## config.mk

```make
export PLATFORM = sky130hd
export DESIGN_NAME = cfst_seq
export DESIGN_NICKNAME = d
export VERILOG_FILES = /design/src/logic/cfst_pkg.sv /design/src/logic/cfst_seq.sv /design/src/logic/cfst_profile.sv
export VERILOG_INCLUDE_DIRS = /design/src /design/src/logic
export SDC_FILE = /design/constraint.sdc
export NUM_CORES = 1
export LEC_CHECK = 0
export BUFFER_PORTS_ARGS = -buffer_cell sky130_fd_sc_hd__buf_2
export CORE_ASPECT_RATIO = 1.4
export CORE_MARGIN = 2
export CORE_UTILIZATION = 47
export CTS_BUF_LIST = sky130_fd_sc_hd__clkbuf_16
export DETAILED_ROUTE_END_ITERATION = 10
export PLACE_DENSITY_LB_ADDON = 0.05
export SLEW_MARGIN = 0
export SYNTH_ARGS = -nofsm -noshare
export SYNTH_HDL_FRONTEND = slang
export SYNTH_HIERARCHICAL = 1
export SYNTH_SLANG_ARGS = --single-unit
```

## constraint.sdc

```tcl
create_clock -name sys_clk -period 4.9 [get_ports sys_clk]
set_input_delay 0.49 -clock sys_clk [delete_from_list [all_inputs] [get_ports sys_clk]]
set_output_delay 0.49 -clock sys_clk [all_outputs]
set_load 0.05 [all_outputs]
```

## src/logic/cfst_cfg.svh

```systemverilog
// Timing constants for the card slot strobe sequencer
`ifndef CFST_CFG_SVH
`define CFST_CFG_SVH

`define CFST_CLK_PERIOD_NS   4
`define CFST_CNT_W           5
// Common memory read (cycles of the system clock)
`define CFST_MR_CYCLE        5'h11
`define CFST_MR_ADDR_SU      5'h04
`define CFST_MR_CE_SU        5'h03
`define CFST_MR_HOLD         5'h02
// Common memory write
`define CFST_MW_CYCLE        5'h11
`define CFST_MW_ADDR_SU      5'h04
`define CFST_MW_CE_SU        5'h03
`define CFST_MW_STROBE       5'h09
`define CFST_MW_DATA_SU      5'h0B
`define CFST_MW_HOLD         5'h02
`define CFST_MW_ADDR_HOLD    5'h04
`define CFST_MW_WAIT_REL     5'h03
// I/O space read and write
`define CFST_IO_CYCLE        5'h14
`define CFST_IO_STROBE       5'h0A
`define CFST_IO_REG_SU       5'h06
`define CFST_IO_CE_SU        5'h05
`define CFST_IO_DATA_SU      5'h0E
`define CFST_IO_CE_HOLD      5'h03
`define CFST_IO_DATA_HOLD    5'h03
`define CFST_IO_REG_HOLD     5'h04
`define CFST_IO_WAIT_REL     5'h02
// Wait window after strobe start
`define CFST_WAIT_WINDOW     5'h06

`endif

```

## src/logic/cfst_pkg.sv

```systemverilog
// Types shared by the card slot strobe sequencer
package cfst_pkg;
  typedef enum logic [1:0] {
    CFST_MEM_RD = 2'h0,
    CFST_MEM_WR = 2'h1,
    CFST_IO_RD  = 2'h2,
    CFST_IO_WR  = 2'h3
  } cfst_kind_t;

  typedef struct packed {
    cfst_kind_t  kind;
    logic [10:0] addr;
    logic [15:0] wdata;
  } cfst_req_t;

  typedef struct packed {
    logic        cardEnable;
    logic        regSelect;
    logic        addrValid;
    logic        dataDrive;
    logic        readStrobe;
    logic        writeStrobe;
  } cfst_ctl_t;

  // Edge points of one access, counted from cycle start
  typedef struct packed {
    logic [4:0] addrOn;
    logic [4:0] ceOn;
    logic [4:0] regOn;
    logic [4:0] dataOn;
    logic [4:0] strOn;
    logic [4:0] strOff;
    logic [4:0] ceOff;
    logic [4:0] regOff;
    logic [4:0] dataOff;
    logic [4:0] addrOff;
    logic [4:0] total;
  } cfst_prof_t;
endpackage : cfst_pkg

```

## src/logic/cfst_seq.sv

```systemverilog
// Card slot strobe sequencer: timed memory and I/O cycles with wait stretching
//
// Contract
// RULE_01: All card interface intervals count whole system clock cycles.
// RULE_02: Memory read spans 17 cycles; address 4 before strobe, 2 after.
// RULE_03: Memory read card enable 3 before strobe, 2 after release.
// RULE_04: Card asserts wait within 6 cycles of memory read strobe.
// RULE_05: Card read data valid when it releases wait, no extra delay.
// RULE_06: Memory write card enable 3 before strobe, 2 after release.
// RULE_07: Memory write data 11 before strobe release, 2 after; strobe 9.
// RULE_08: Card asserts wait within 6 cycles of memory write strobe.
// RULE_09: Memory write strobe ends at most 3 cycles after wait release.
// RULE_10: I/O read card enable 5 before strobe, 3 after release.
// RULE_11: I/O read select 6 before strobe, 4 after release.
// RULE_12: Card asserts wait within 6 cycles of I/O read strobe.
// RULE_13: Card I/O read data valid when it releases wait.
// RULE_14: I/O write card enable 5 before strobe, 3 after release.
// RULE_15: I/O write select 6 before strobe, 4 after release.
// RULE_16: I/O write data 14 before strobe release, held 3 after.
// RULE_17: Card asserts wait within 6 cycles of I/O write strobe.
// RULE_18: I/O write strobe ends within 2 cycles of wait release.
// RULE_19: I/O strobe 10 cycles in 20-cycle access, address 6 before, 4 after.
// RULE_20: Wait freezes strobe and all outputs; sequence resumes after release.
`timescale 1ns/1ns
`include "cfst_cfg.svh"
module cfst_seq (
  input  wire logic               sys_clk,
  input  wire logic               rst,
  input  wire logic               reqValid,
  input  wire cfst_pkg::cfst_req_t req,
  output logic                    reqReady,
  input  wire logic               cardWait,
  input  wire logic [15:0]        cardRdata,
  output logic                    cardEnable_n,
  output logic                    regSelect_n,
  output logic [10:0]             cardAddr,
  output logic [15:0]             cardWdata,
  output logic                    cardWdataOe,
  output logic                    mem_read_strobe_n,
  output logic                    mem_write_strobe_n,
  output logic                    io_read_strobe_n,
  output logic                    io_write_strobe_n,
  output logic [15:0]             rdData,
  output logic                    rdValid,
  output logic                    done
);
  import cfst_pkg::*;

  // ----------------------------------------
  // State
  // ----------------------------------------
  typedef enum logic [2:0] {
    ST_IDLE = 3'b001,
    ST_RUN  = 3'b010,
    ST_WAIT = 3'b100
  } cfst_state_t;

  cfst_state_t         state_q, state_d;
  cfst_req_t           req_q, req_d;
  logic [4:0]          cnt_q, cnt_d;
  cfst_ctl_t           ctl_q, ctl_d;
  logic [15:0]         rd_q, rd_d;
  logic                rdValid_q, rdValid_d;
  logic                done_q, done_d;
  logic                wr_q, wr_d;
  cfst_prof_t          prof;
  cfst_kind_t          profKind;
  logic                isIo;
  logic                isWrite;
  logic                sampleRd;

  assign profKind = (state_q == ST_IDLE) ? req.kind : req_q.kind;
  assign isIo     = req_q.kind[1];
  assign isWrite  = req_q.kind[0];

  cfst_profile uProfile (
    .kind (profKind),
    .prof (prof)
  );

  // Read data is taken one cycle before the last strobe cycle, or at the wait release
  assign sampleRd = !isWrite && !cardWait &&
                    (((state_q == ST_RUN) && (cnt_q == prof.strOff - 5'h01)) ||
                     (state_q == ST_WAIT)); // see RULE_05 RULE_13

  // ----------------------------------------
  // Next state
  // ----------------------------------------
  // Counter advances one per clock cycle in ST_RUN except in the cycle that takes the wait; every edge is a count value
  always_comb begin
    state_d   = state_q;
    req_d     = req_q;
    cnt_d     = cnt_q;
    ctl_d     = ctl_q;
    rd_d      = rd_q;
    rdValid_d = 1'b0;
    done_d    = 1'b0;
    wr_d      = wr_q;
    case (state_q)
      ST_IDLE: begin
        if (reqValid && reqReady) begin
          req_d   = req;
          cnt_d   = 5'h01;
          state_d = ST_RUN;
          // Cycle 0: address, and select for I/O kinds, valid first
          ctl_d            = '0;
          ctl_d.addrValid  = 1'b1;
          ctl_d.regSelect  = req.kind[1];
          ctl_d.cardEnable = (prof.ceOn == 5'h00);
        end
      end
      ST_RUN: begin
        // Wait is honoured only while the strobe is active
        if (cardWait && (ctl_q.readStrobe || ctl_q.writeStrobe)) begin
          state_d = ST_WAIT; // see RULE_20 RULE_04 RULE_08 RULE_12 RULE_17
        end else begin
          cnt_d = cnt_q + 5'h01; // see RULE_01
          if (cnt_q == prof.ceOn)    ctl_d.cardEnable  = 1'b1;
          if (cnt_q == prof.dataOn)  ctl_d.dataDrive   = 1'b1;
          if (cnt_q == prof.strOn) begin
            ctl_d.readStrobe  = !isWrite;
            ctl_d.writeStrobe = isWrite;
          end
          if (cnt_q == prof.strOff) begin
            ctl_d.readStrobe  = 1'b0;
            ctl_d.writeStrobe = 1'b0;
          end
          if (cnt_q == prof.ceOff)   ctl_d.cardEnable  = 1'b0;
          if (cnt_q == prof.dataOff) ctl_d.dataDrive   = 1'b0;
          if (cnt_q == prof.regOff)  ctl_d.regSelect   = 1'b0;
          if (cnt_q == prof.addrOff) ctl_d.addrValid   = 1'b0;
          if (cnt_q == prof.total) begin
            ctl_d   = '0;
            done_d  = 1'b1;
            state_d = ST_IDLE;
          end
        end
      end
      ST_WAIT: begin
        // Outputs frozen; on release the strobe ends at the second edge after it
        if (!cardWait) begin
          cnt_d   = prof.strOff; // see RULE_09 RULE_18
          state_d = ST_RUN;
        end
      end
      default: begin
        state_d = ST_IDLE;
        ctl_d   = '0;
      end
    endcase
    if (sampleRd) begin
      rd_d      = cardRdata;
      rdValid_d = 1'b1;
    end
    wr_d = ctl_d.writeStrobe;
  end

  always_ff @(posedge sys_clk or posedge rst) begin
    if (rst) begin
      state_q   <= ST_IDLE;
      req_q     <= '0;
      cnt_q     <= 5'h00;
      ctl_q     <= '0;
      rd_q      <= 16'h0000;
      rdValid_q <= 1'b0;
      done_q    <= 1'b0;
      wr_q      <= 1'b0;
    end else begin
      state_q   <= state_d;
      req_q     <= req_d;
      cnt_q     <= cnt_d;
      ctl_q     <= ctl_d;
      rd_q      <= rd_d;
      rdValid_q <= rdValid_d;
      done_q    <= done_d;
      wr_q      <= wr_d;
    end
  end

  // ----------------------------------------
  // Outputs
  // ----------------------------------------
  // Register-driven pins; strobes decoded from the stored kind
  logic io_read_strobe_n_q, io_write_strobe_n_q, memRd_q, memWr_q;
  assign io_read_strobe_n_q  = ctl_q.readStrobe  &&  isIo;
  assign io_write_strobe_n_q  = ctl_q.writeStrobe &&  isIo;
  assign memRd_q = ctl_q.readStrobe  && !isIo;
  assign memWr_q = ctl_q.writeStrobe && !isIo;

  logic                ready_q;
  logic [10:0]         addr_q;
  logic [15:0]         wdat_q;
  logic [3:0]          strbN_q;
  logic                ceN_q, regN_q, oe_q;

  always_ff @(posedge sys_clk or posedge rst) begin
    if (rst) begin
      ready_q <= 1'b0;
      addr_q  <= 11'h000;
      wdat_q  <= 16'h0000;
      strbN_q <= 4'hF;
      ceN_q   <= 1'b1;
      regN_q  <= 1'b1;
      oe_q    <= 1'b0;
    end else begin
      ready_q <= (state_d == ST_IDLE);
      addr_q  <= ctl_d.addrValid ? req_d.addr : 11'h000;
      wdat_q  <= ctl_d.dataDrive ? req_d.wdata : 16'h0000;
      strbN_q <= ~{ctl_d.readStrobe && !req_d.kind[1], ctl_d.writeStrobe && !req_d.kind[1],
                   ctl_d.readStrobe && req_d.kind[1], ctl_d.writeStrobe && req_d.kind[1]};
      ceN_q   <= !ctl_d.cardEnable;
      regN_q  <= !ctl_d.regSelect;
      oe_q    <= ctl_d.dataDrive;
    end
  end

  // Pins are registered from the next-state values, in step with the state; spacing is unchanged
  assign reqReady           = ready_q;
  assign cardEnable_n       = ceN_q;
  assign regSelect_n        = regN_q;
  assign cardAddr           = addr_q;
  assign cardWdata          = wdat_q;
  assign cardWdataOe        = oe_q;
  assign mem_read_strobe_n  = strbN_q[3];
  assign mem_write_strobe_n = strbN_q[2];
  assign io_read_strobe_n   = strbN_q[1];
  assign io_write_strobe_n  = strbN_q[0];
  assign rdData             = rd_q;
  assign rdValid            = rdValid_q;
  assign done               = done_q;
endmodule : cfst_seq

```

## src/logic/cfst_profile.sv

```systemverilog
// Per-kind edge table of the card access sequence
`timescale 1ns/1ns
`include "cfst_cfg.svh"
module cfst_profile (
  input  wire cfst_pkg::cfst_kind_t kind,
  output cfst_pkg::cfst_prof_t      prof
);
  import cfst_pkg::*;

  always_comb begin
    prof = '0;
    case (kind)
      CFST_MEM_RD: begin
        // Strobe starts once address setup is met
        prof.addrOn  = 5'h00;
        prof.strOn   = `CFST_MR_ADDR_SU;
        prof.ceOn    = `CFST_MR_ADDR_SU - `CFST_MR_CE_SU; // see RULE_03
        prof.strOff  = `CFST_MR_CYCLE - `CFST_MR_HOLD; // see RULE_02
        prof.ceOff   = prof.strOff + `CFST_MR_HOLD; // see RULE_03
        prof.addrOff = prof.strOff + `CFST_MR_HOLD; // see RULE_02
        prof.regOn   = 5'h00;
        prof.regOff  = prof.addrOff;
        prof.dataOn  = `CFST_MR_CYCLE;
        prof.dataOff = `CFST_MR_CYCLE;
        prof.total   = `CFST_MR_CYCLE; // see RULE_02
      end
      CFST_MEM_WR: begin
        prof.addrOn  = 5'h00;
        prof.strOn   = `CFST_MW_ADDR_SU;
        prof.ceOn    = `CFST_MW_ADDR_SU - `CFST_MW_CE_SU; // see RULE_06
        prof.strOff  = `CFST_MW_ADDR_SU + `CFST_MW_STROBE; // see RULE_07
        prof.dataOn  = prof.strOff - `CFST_MW_DATA_SU; // see RULE_07
        prof.dataOff = prof.strOff + `CFST_MW_HOLD; // see RULE_07
        prof.ceOff   = prof.strOff + `CFST_MW_HOLD; // see RULE_06
        prof.addrOff = prof.strOff + `CFST_MW_ADDR_HOLD;
        prof.regOn   = 5'h00;
        prof.regOff  = prof.addrOff;
        prof.total   = `CFST_MW_CYCLE;
      end
      default: begin
        // I/O: strobe 10 of 20, address and select 6 before, 4 after
        prof.addrOn  = 5'h00;
        prof.regOn   = 5'h00;
        prof.strOn   = `CFST_IO_REG_SU; // see RULE_11 RULE_15 RULE_19
        prof.ceOn    = `CFST_IO_REG_SU - `CFST_IO_CE_SU; // see RULE_10 RULE_14
        prof.strOff  = `CFST_IO_REG_SU + `CFST_IO_STROBE; // see RULE_19
        prof.ceOff   = prof.strOff + `CFST_IO_CE_HOLD; // see RULE_10 RULE_14
        prof.regOff  = prof.strOff + `CFST_IO_REG_HOLD; // see RULE_11 RULE_15
        prof.addrOff = prof.strOff + `CFST_IO_REG_HOLD; // see RULE_19
        prof.dataOn  = (kind == CFST_IO_WR) ? prof.strOff - `CFST_IO_DATA_SU
                                            : `CFST_IO_CYCLE; // see RULE_16
        prof.dataOff = (kind == CFST_IO_WR) ? prof.strOff + `CFST_IO_DATA_HOLD
                                            : `CFST_IO_CYCLE; // see RULE_16
        prof.total   = `CFST_IO_CYCLE; // see RULE_19
      end
    endcase
  end
endmodule : cfst_profile

```

# Word level (Yosys, flattened, before mapping)
# Cells that the tools add are included.
# Widths: inputs -> output; s select.
# op_classes
add_sub_neg,2
bitwise,1
mux,33
reduce_logical,21
eq_ne,19
# op_table
cell,n
$pmux 40 s2,1
$mux 29,2
$eq 5x5->1,9
$mux 5,4
$mux 6,3
$pmux 6 s3,1
$mux 16,1
$mux 3,5
$pmux 5 s3,1
$mux 11,1
$mux 1,10
$logic_and 1x1->1,9
$pmux 3 s3,1
$eq 3x1->1 const B,2
$mux 2,3
$add 5x1->5 const B,1
$eq 5x5->1 const B,1
$logic_not 1->1,5
$logic_not 5->1 const A,1
$sub 5x1->5 const B,1
$ne 2x2->1 const B,2
$not 4->4,1
$reduce_and 4->1,1
$eq 3x2->1 const B,1
other kinds (8),9
# word_totals
elab_cells,97
out_inout_bits,53
register_bits,95

# Logic depth before layout (Yosys ltp)
# Gate-level depths: netlist (run 1).
# depth
word_depth,13
mapped_depth,15
mapped_depth_nobuf,12

# Cells and area by module
# Netlist (run 1), hierarchy kept.
# modules_own_cells
mod,instances,cells_per_inst,area_each_um2,seq_area_each_um2
cfst_seq,1,477,4933.5,2386.0
cfst_profile,1,62,466.7,0.0

# Worst setup path before layout (run 1)
# OpenSTA, ideal clock, no wires.
# synth_timing
kind,register -> register
start,register state_q[0]
end,register rd_q[10] (netlist: rdData[10])
arrival_ps,3441
setup_ps,104
slack_ps,1355
required_ps,4796
stages_incl_launch_ff,15
path_cell_list,dfstp_2 -> buf_2 -> nor3b_1 -> mux2_2 -> inv_1 -> ha_1 -> or2_1 -> buf_4 -> inv_1 -> ha_1 -> xor2_1 -> nand2_1 -> a2111o_1 -> buf_2 -> o311ai_1
# synth_lines
element,line_no,text
from (decl),cfst_seq.sv:58,"cfst_state_t state_q, state_d;"
from (signal assigned),cfst_seq.sv:169,state_q <= state_d;
to (signal assigned),cfst_seq.sv:173,rd_q <= rd_d;
to (decl),cfst_seq.sv:62,"logic [15:0] rd_q, rd_d;"

==> metrics.md, run 1 <==
| Metric | Value |
|---|---|
| Max-Slew Margin vs Limit | a little under a quarter |
| GPL Wtd Cong | 0.7918 |
| Worst setup SP type | flop |
| Skew-Pair Late Insertion Delay | between 0.3 and 0.4 ns |
| Avg WL per Cell | 15.57 um |
| Setup CP Type | reg -> reg |
| # H-tree levels | 3 |
| Area of the die | 12210 sq um |
| Setup TNS | 0 ns |
| CP arrival | about 4.4 ns |
| Drt initial violations | 178 |
| Share of layout cells above drive strength 1 | 29.52% |
| RSZ-0062 raised after global routing | false |
| First-pass GRT wire length | ~19000 um |
| Ant diodes | 0 |
| Worst path slowest cell | a2111o_1 |
| Syn Area/Cell | between 10 and 15 sq um |
| Initial antenna violation count | 0 |
| Root buffer selected by CTS | clkbuf_16 |
| WL final | 11630 um |
| Crit-path cells | nor3b_1, mux2_2, inv_1, ha_1, or2_1, buf_4, inv_1, ha_1, xor2_1, nand2_1, a2111o_1, o311ai_0 |
| CP endpoint kind | flop |
| CTS Hold Buffers Added | 0 |
| Global route overflow | 0 |
| # rows | 46 |
| # IOs | 102 |
| Final ANT Viol Nets | 0 |
| Final setup fails | 0 |
| FMAX | 237.6 MHz |
| Area Growth Syn to Fin | 13.11% |
| Inserted Clock Buffers | 9 |
| Number of port buffers | 101 |
| Cell area after placement | 5714 sq um |
| Max cap viols | 0 |
| Vias in the first global route | 3837 |
| Horiz. Die Dim | 93.96 um |
| Clk_skew | slightly below 0.009 ns |
| Leak pwr | about 0.0027 uW |
| CP required | roughly 5.1 ns |
| Largest net degree at the start of global routing | 64 |
| Crit-path max FO | 33 |
| DP Wirelength | between 8000 and 9000 um |
| Fin nets | around 660 |
| Clock transition at path regs | around 0.070 ns |
| CTS Buffer Depth | 2 |
| Slew Limit Fails | 0 |
| Final Cell Area | 6023 sq um |
| Drc violations | 0 |
| Slew @ Worst Pin | 1.142 ns |
| CTS tree | done |
| Post-CTS resize count | 0 |
| DR vias | 3894 |
| Final min period | 4.208 ns |
| Total Routing Usage GR | between 20% and 30% |
| Pwr dens | 564.9 nW/um^2 |
| Final hold vios | 0 |
| Cell Area, Synth | 5325 sq um |
| Vias per cell | 5.213 |
| Tcrit/Tclk final | approximately 86% |
| Worst Hold Class | in -> async |
| Peak supply drop | roughly 0.31 mV |
| Die Ht | 129.9 um |
| TritonRoute pass-1 iters | 4 |
| Core area | roughly 11000 sq um |
| Post-CTS Setup Bufs | 0 |
| Status | complete, no violations |
| Yosys Warn Count | 6 |
| Cells after synthesis | 529 |
| Worst path max stage delay | 0.72 ns |
| Clock Sinks | 95 |
| Starting density of the core | 47.69% |
==> state kept, by name, summed over array words and instances, names as in the netlist <==
register,cells
cardAddr,11
cardEnable_n,1
cardWdata,16
cardWdataOe,1
cnt_q,5
ctl_q,5
done,1
isIo,1
isWrite,1
rdData,16
rdValid,1
regSelect_n,1
reqReady,1
req_q,27
state_q,3
strbN_q,4
==> final timing paths <==
path | startpoint | end | cells after the start | slack (ns)
min in group sys_clk | req[9] | req_q[9] | 2 | 0.39
worst min register to register | req_q[12] | req_q[12] | 1 | 0.49
worst min-delay path | rst | cardWdataOe | 2 | 0.37
worst max-delay path | state_q[0] | rdData[15] | 12 | 0.69
worst max register to register | state_q[0] | rdData[15] | 12 | 0.69
max in group asynchronous | rst | strbN_q[1] | 3 | 3.49
==> stage by stage <==
step	worst slack, ns	instances	util [%]	hold WS (ns)	total power, uW
floorplan	1.355	547	-	0.4648	2478
global placement	0.8920	731	51.18	0.4731	2658
detailed placement	0.6764	731	51.18	0.4816	2698
CTS	0.6591	747	53.94	0.3727	3443
global route	0.3981	747	53.94	0.3844	3650
finish	0.6915	747	53.94	0.3662	3402
==> per-layer routing <==
metal	GRT usage, %	up-vias	part of all wire (%)
li1	-	1907	-
met1	25.42	1892	44
met2	34.33	80	51
met3	3.984	15	3.9
met4	6.991	0	1.8
met5	0	-	0
==> placed cells by master (no fill, tap or decap), drive strengths merged, types with 3 or more instances in the layout <==
cell type,count
nor3,11
o22ai,4
o21ai,9
xor2,22
ha,9
nor2,44
nand3,14
nor3b,20
xnor2,25
clkbuf,9
nor2b,4
mux2,30
inv,18
or2,6
a21oi,12
and2,20
nand4,3
buf,107
nand2,57
conb,20
o21a,4
dfstp,7
o311ai,16
a221oi,17
nand2b,3
dfrtp,88
==> critical path: cells and delay by family, from the launching register on <==
kind / cells / cell delay, ns
buf+inv: 3 / 0.42
xor+xnor: 1 / 0.14
fa+ha+maj: 2 / 0.64
simple gates: 3 / 0.61
compound gates: 2 / 1.21
mux: 1 / 0.43
flops: 1 / 0.62
==> final cells by class <==
type                            instances  area (sq um)
Inverter                               14         53.80
Tap cell                              144         180.2
Clock buffer                            9         225.2
Fill cell                            1045          5142
Sequential cell                        95          2386
Timing Repair Buffer                  107         550.5
Clock inverter                          7         83.83
Multi-Input combinational cell        371          2544
==> where the power goes <==
part	internal, uW	switching, uW	total (uW)	leakage [uW]
Sequential	986	121	1110	0.00114
Clock	408	323	731	0.000155
Combinational	588	978	1570	0.00140
Total	1980	1420	3400	0.00269
Power figures use the tool's default switching activity.
==> inputs of run 2 (changes only) <==
--- a/config.mk
+++ b/config.mk
@@ -6,6 +6,7 @@
 export SDC_FILE = /design/constraint.sdc
 export NUM_CORES = 1
 export LEC_CHECK = 0
+export ABC_AREA = 1
 export BUFFER_PORTS_ARGS = -buffer_cell sky130_fd_sc_hd__buf_2
 export CORE_ASPECT_RATIO = 1.4
 export CORE_MARGIN = 2
==> constraint.sdc (replaced) <==
create_clock -name sys_clk -period 4.9 [get_ports sys_clk]
set_input_delay 0.245 -clock sys_clk [delete_from_list [all_inputs] [get_ports sys_clk]]
set_output_delay 0.245 -clock sys_clk [all_outputs]
set_load 0.05 [all_outputs]
==> metrics.md, run 2 <==
| Metric | Value |
|---|---|
| Number of port buffers | 101 |
| Final ANT Viol Nets | 0 |
| Max cap viols | 0 |
| Fin nets | about 700 |
| DR vias | 3645 |
| Buf+Inv Stages, Crit Path | 4 |
| Worst path max stage delay | 0.52 ns |
| Tcrit/Tclk final | 70.28% |
| Utilization after layout | 54.49% |
| Pwr dens | between 600 and 700 nW/um^2 |
| Clock Sinks | 95 |
| Area of the die | around 12000 sq um |
| Vias per cell | 4.649 |
| Yosys Warn Count | 6 |
| Avg WL per Cell | 13.22 um |
| CP endpoint kind | flop |
| # rows | 44 |
| Most frequent cells in the layout | buf_2, nand2_1, dfrtp_1, inv_1, nor2_1 |
| Worst setup SP type | flop |
| Cell family with most CP delay | simple AND/OR/NAND/NOR gates |
| Leak pwr | 0.003040 uW |
| DP Wirelength | roughly 7300 um |
| Dpl cells | 769 |
| Worst R2R Setup Slack | roughly 1.5 ns |
| Cell area after placement | 5428 sq um |
| Post-CTS resize count | 0 |
| # IOs | 102 |
| Worst reg2reg path endpoint | rdData[12] |
| CTS Buffer Depth | 2 |
| Root buffer selected by CTS | clkbuf_16 |
| CP arrival | 3.67 ns |
| WL final | 10370 um |
| Crit-path cells | inv_2, nor3_4, nand2_1, o21ai_0, inv_1, ha_1, inv_1, nand2_2, inv_1, ha_1, xnor2_1, nor3_2, nand3_2, nand2_4, nand2_4, nand2_1, nand2_1 |
| Hold WS | 0.1162 ns |
| CTS tree | done |
| Final setup fails | 0 |
| Clock transition at path regs | 0.06 ns |
| # H-tree levels | 3 |
| Die Ht | 127.0 um |
| Status | complete, no violations |
| GPL Wtd Cong | 0.8554 |
| Peak supply drop | 0.3768 mV |
| Hold Path End | req_q[24] |
| Share of layout cells above drive strength 1 | between 30 and 40% |
| Largest net degree at the start of global routing | ~80 |
| Area Growth Syn to Fin | 12.25% |
| Setup TNS | 0 ns |
| Max-Slew Margin vs Limit | 37.58% |
| Most common cell after layout, fill and taps aside | buf_2 |
| Ant diodes | 0 |
| Slew Limit Fails | 0 |
| Final Cell Area | 5699 sq um |
| CP required | 5.13 ns |
| Horiz. Die Dim | 91.84 um |
| Skew-Pair Late Insertion Delay | 0.34 ns |
| Syn Area/Cell | ~9 sq um |
| Clk_skew | 0.01042 ns |
| Largest register FFs | 27 |
| Initial antenna violation count | 0 |
| Crit-path max FO | 17 |
| Setup CP Type | reg -> reg |
| Worst Reg-to-Reg Cells | 17 |
| Final min period | 3.444 ns |
| Total Routing Usage GR | 19.03% |
| FMAX | 290.4 MHz |
| Min-Delay Path Depth | 3 |
| Final hold vios | 0 |
| Global route overflow | 0 |
| Drt initial violations | 143 |
| First-pass GRT wire length | 17680 um |
| Hold Path Origin | req[24] |
| Inserted Clock Buffers | 9 |
| Cells after synthesis | 563 |
| Slew @ Worst Pin | around 0.94 ns |
| Biggest register | req_q |
| Core area | 10460 sq um |
| Worst path slowest cell | dfstp_2 |
| Vias in the first global route | 3677 |
| Worst Hold Class | in -> reg |
| Cell Area, Synth | 5077 sq um |
| TritonRoute pass-1 iters | 4 |
| Non-filler cells in the finished layout | a little under 800 |
| Worst r2r src | state_q[0] |
| Drc violations | 0 |
| Starting density of the core | 48.54% |
| RSZ-0062 raised after global routing | false |
==> run 2: tightest hold or removal path, cell delays in order <==
cell,delay [ns]
buf_2,0.08
o21ai_2,0.06
inv_1,0.04
==> run 2: per-layer routing <==
layer / vias up / GRT usage, % / share of wire [%]
met3: 16 / 4.009 / 4.5
met1: 1713 / 23.42 / 42
met2: 70 / 33.09 / 51
li1: 1846 / - / -
met4: 0 / 6.760 / 1.8
met5: - / 0 / 0
==> run 2: how the worst max path moves through the flow <==
stage	startpoint	cells past startpoint	end
after floorplan	state_q[0]	19	rdData[0]
after global placement	state_q[0]	16	rdData[7]
after detailed placement	state_q[0]	16	rdData[12]
after CTS	state_q[0]	16	rdData[12]
after global routing	state_q[0]	16	cardWdata[1]
final	state_q[0]	17	rdData[12]
==> run 2: power breakdown <==
part | switching, uW | total (uW) | internal (uW) | leakage, uW
clock network | 290 | 629 | 339 | 0.000125
registers | 170 | 1220 | 1050 | 0.00118
logic | 1340 | 1970 | 632 | 0.00173
==> run 2: stage by stage <==
step	power [uW]	worst slack, ns
after floorplan	2999	1.954
after global placement	3189	1.572
after detailed placement	3224	1.428
after CTS	3867	1.419
after global routing	4118	1.102
final	3822	1.456
==> run 2: cell type report <==
type	count	area, sq um
fill	1002	4761
sequential	95	2386
multi-input combinational	359	2072
timing repair buffer	103	523.0
inverter	75	284.0
clock buffer	9	225.2
tap	138	172.7
clock inverter	5	36.28
==> run 2: repair_timing <==
item                                   in CTS  in global routing
setup buffers                               0                  0
hold buffers                                1                  0
endpoints found under the hold margin      18                  0
==> inputs of run 3 (changes only) <==
==> constraint.sdc (replaced) <==
create_clock -name sys_clk -period 2.8 [get_ports sys_clk]
set_input_delay 0.14 -clock sys_clk [delete_from_list [all_inputs] [get_ports sys_clk]]
set_output_delay 0.14 -clock sys_clk [all_outputs]
set_load 0.05 [all_outputs]
==> metrics.md, run 3 (synthesis results as in run 2) <==
| Metric | Value |
|---|---|
| Drt initial violations | 104 |
| # H-tree levels | 3 |
| Largest register FFs | 27 |
| Levels on crit path | 18 |
| Area Growth Syn to Fin | 24.59% |
| Worst setup SP type | flop |
| Clock Power Share | 16.3% |
| Setup CP Type | reg -> reg |
| FMAX | approximately 350 MHz |
| Final hold vios | 0 |
| Switching power | 3545 uW |
| Total Routing Usage GR | between 10% and 20% |
| Global route overflow | 0 |
| Pre-CTS setup slack | -0.1026 ns |
| Biggest register | req_q |
| Status | complete, but fails checks |
| Internal power | approximately 4100 uW |
| Die Ht | 127.0 um |
| Initial antenna violation count | 0 |
| Vias in the first global route | between 3k and 4k |
| Share of layout cells above drive strength 1 | a little over two fifths |
| Last element of the critical path | rdData[2] |
| Final Cell Area | roughly 6300 sq um |
| Worst Reg-to-Reg Cells | 18 |
| Number of port buffers | 101 |
| CP required | 3.08 ns |
| Comb pwr share | 55.7% |
| Slew Limit Fails | 0 |
| RSZ-0062 raised after global routing | true |
| Slew @ Worst Pin | 1.219 ns |
| Final min period | 2.843 ns |
| DR vias | 3811 |
| Worst reg2reg path endpoint | rdData[2] |
| TritonRoute pass-1 iters | 4 |
| Failing checks | negative setup slack |
| Worst path max stage delay | 0.54 ns |
| GPL Wtd Cong | 0.8953 |
| Worst Hold Class | in -> reg |
| CTS tree | done |
| Core area | 10460 sq um |
| Clock Sinks | 95 |
| Most frequent cells in the layout | buf_2, dfrtp_1, nand2_1, inv_1, nor2_1 |
| Pwr dens | 1213 nW/um^2 |
| Cell family with most CP delay | simple AND/OR/NAND/NOR gates |
| Avg WL per Cell | ~14 um |
| Final ANT Viol Nets | 0 |
| Most common cell after layout, fill and taps aside | buf_2 |
| Ant diodes | 0 |
| Crit-path max FO | 7 |
| Fin nets | 730 |
| Buf+Inv Stages, Crit Path | 6 |
| Area of the die | 11660 sq um |
| WL final | roughly 11000 um |
| Worst path slowest cell | dfstp_2 |
| Peak supply drop | 0.7897 mV |
| Leak pwr | ~0.0032 uW |
| Horiz. Die Dim | 91.84 um |
| Worst R2R Setup Slack | -0.04 ns |
| Drc violations | 0 |
| Clk_skew | 0.007293 ns |
| CP startpoint | state_q[0] |
| Inserted Clock Buffers | 9 |
| Tcrit/Tclk final | 101.5% |
| Starting density of the core | 48.54% |
| Final setup fails | 16 |
| First-pass GRT wire length | 17660 um |
| Root buffer selected by CTS | clkbuf_16 |
| Sw Ratio | 46.22% |
| Clock transition at path regs | 0.07 ns |
| Crit-path cells | inv_4, nor3_4, nand2_2, o21ai_4, inv_4, ha_4, inv_4, nand2_8, buf_4, inv_1, nand3_1, xor2_1, nor2_1, nand3_2, nand2_8, buf_6, nand3_2, nand2_1 |
| Most common cell type on the critical path | inv_4 |
| Cell area after placement | 5588 sq um |
| Setup TNS | -0.2343 ns |
| Largest net degree at the start of global routing | 74 |
| DP Wirelength | 7503 um |
| CTS Buffer Depth | 2 |
| Vias per cell | approximately 4.7 |
| Worst r2r src | state_q[0] |
| # rows | 44 |
| Skew-Pair Late Insertion Delay | between 0.3 and 0.4 ns |
| CP endpoint kind | flop |
| # IOs | about 100 |
| Final WS setup | -0.04280 ns |
| Max cap viols | 0 |
| Fillers | 924 |
| Flop pwr share | 28.0% |
| Max-Slew Margin vs Limit | a little under a fifth |
| CP arrival | 3.12 ns |
run 3: changes by cell type in the layout (fill, tap and decap cells not counted), moves of 5 or more:
cell / delta
nand2_2: +13
nand3_1: -11
buf_4: +19
inv_1: -7
nand2_1: -15
nand3_2: +9
buf_6: +5
run 3: worst min path at each step:
stage	startpoint	to	slack, ns	cells past startpoint
2_1_floorplan	req[17]	req_q[17]	0.26	2
3_3_place_gp	rst	rdData[15]	0.12	2
3_5_place_dp	rst	rdData[15]	0.13	2
4_1_cts	req[25]	req_q[25]	0.006	3
5_1_grt	cardRdata[6]	rdData[6]	0.02	3
6_report	req[25]	req_q[25]	0.01	3
run 3: final cells by class:
class | count | area [sq um] | area share, %
tap | 138 | 172.7 | 2.729
inverter | 75 | 299.0 | 4.727
timing repair buffer | 130 | 787.0 | 12.44
clock buffer | 9 | 225.2 | 3.560
sequential | 95 | 2386 | 37.72
clock inverter | 7 | 80.08 | 1.266
multi-input combinational | 361 | 2376 | 37.56
run 3: worst reg2reg max path, stage by stage (launching register included):
cell and delay (ns):
dfstp_2 0.54, inv_4 0.04, nor3_4 0.30, nand2_2 0.14, o21ai_4 0.10, inv_4 0.08, ha_4 0.18, inv_4 0.10
nand2_8 0.08, buf_4 0.15, inv_1 0.08, nand3_1 0.10, xor2_1 0.17, nor2_1 0.13, nand3_2 0.13, nand2_8 0.16
buf_6 0.15, nand3_2 0.07, nand2_1 0.10
run 3: stage by stage:
step                hold slack [ns]  std cells  total power (uW)  util [%]
finish                      0.01195        815              7671     60.48
global route                0.02137        815              8180     60.48
global placement             0.1232        778              5798     53.42
detailed placement           0.1262        778              5857     53.42
floorplan                    0.2582        581              5397         -
CTS                        0.005742        798              7182     56.85
run 3: layer usage:
layer  part of all wire (%)  track usage, %
met1                     41           23.37
met3                    4.5           4.068
met2                     52           32.31
met4                    2.1           7.375
met5                      0               0
run 3: power by group through the flow:
stage                     registers, uW  clock network (uW)  logic (uW)
final                              2150                1250        4270
after CTS                          2130                1290        3760
after global routing               2200                1330        4650
after detailed placement           2150                   0        3700
after floorplan                    2780                   0        2620
after global placement             2140                   0        3650
run 3: repair_timing:
action / in CTS / in global routing
gates resized for setup: 3 / 55
hold buffers: 1 / 0
cloned: 0 / 3
buffers inserted: 3 / 14
hold endpoints to repair: 22 / 0
pin swaps: 2 / 27
setup endpoints to repair: 19 / 58
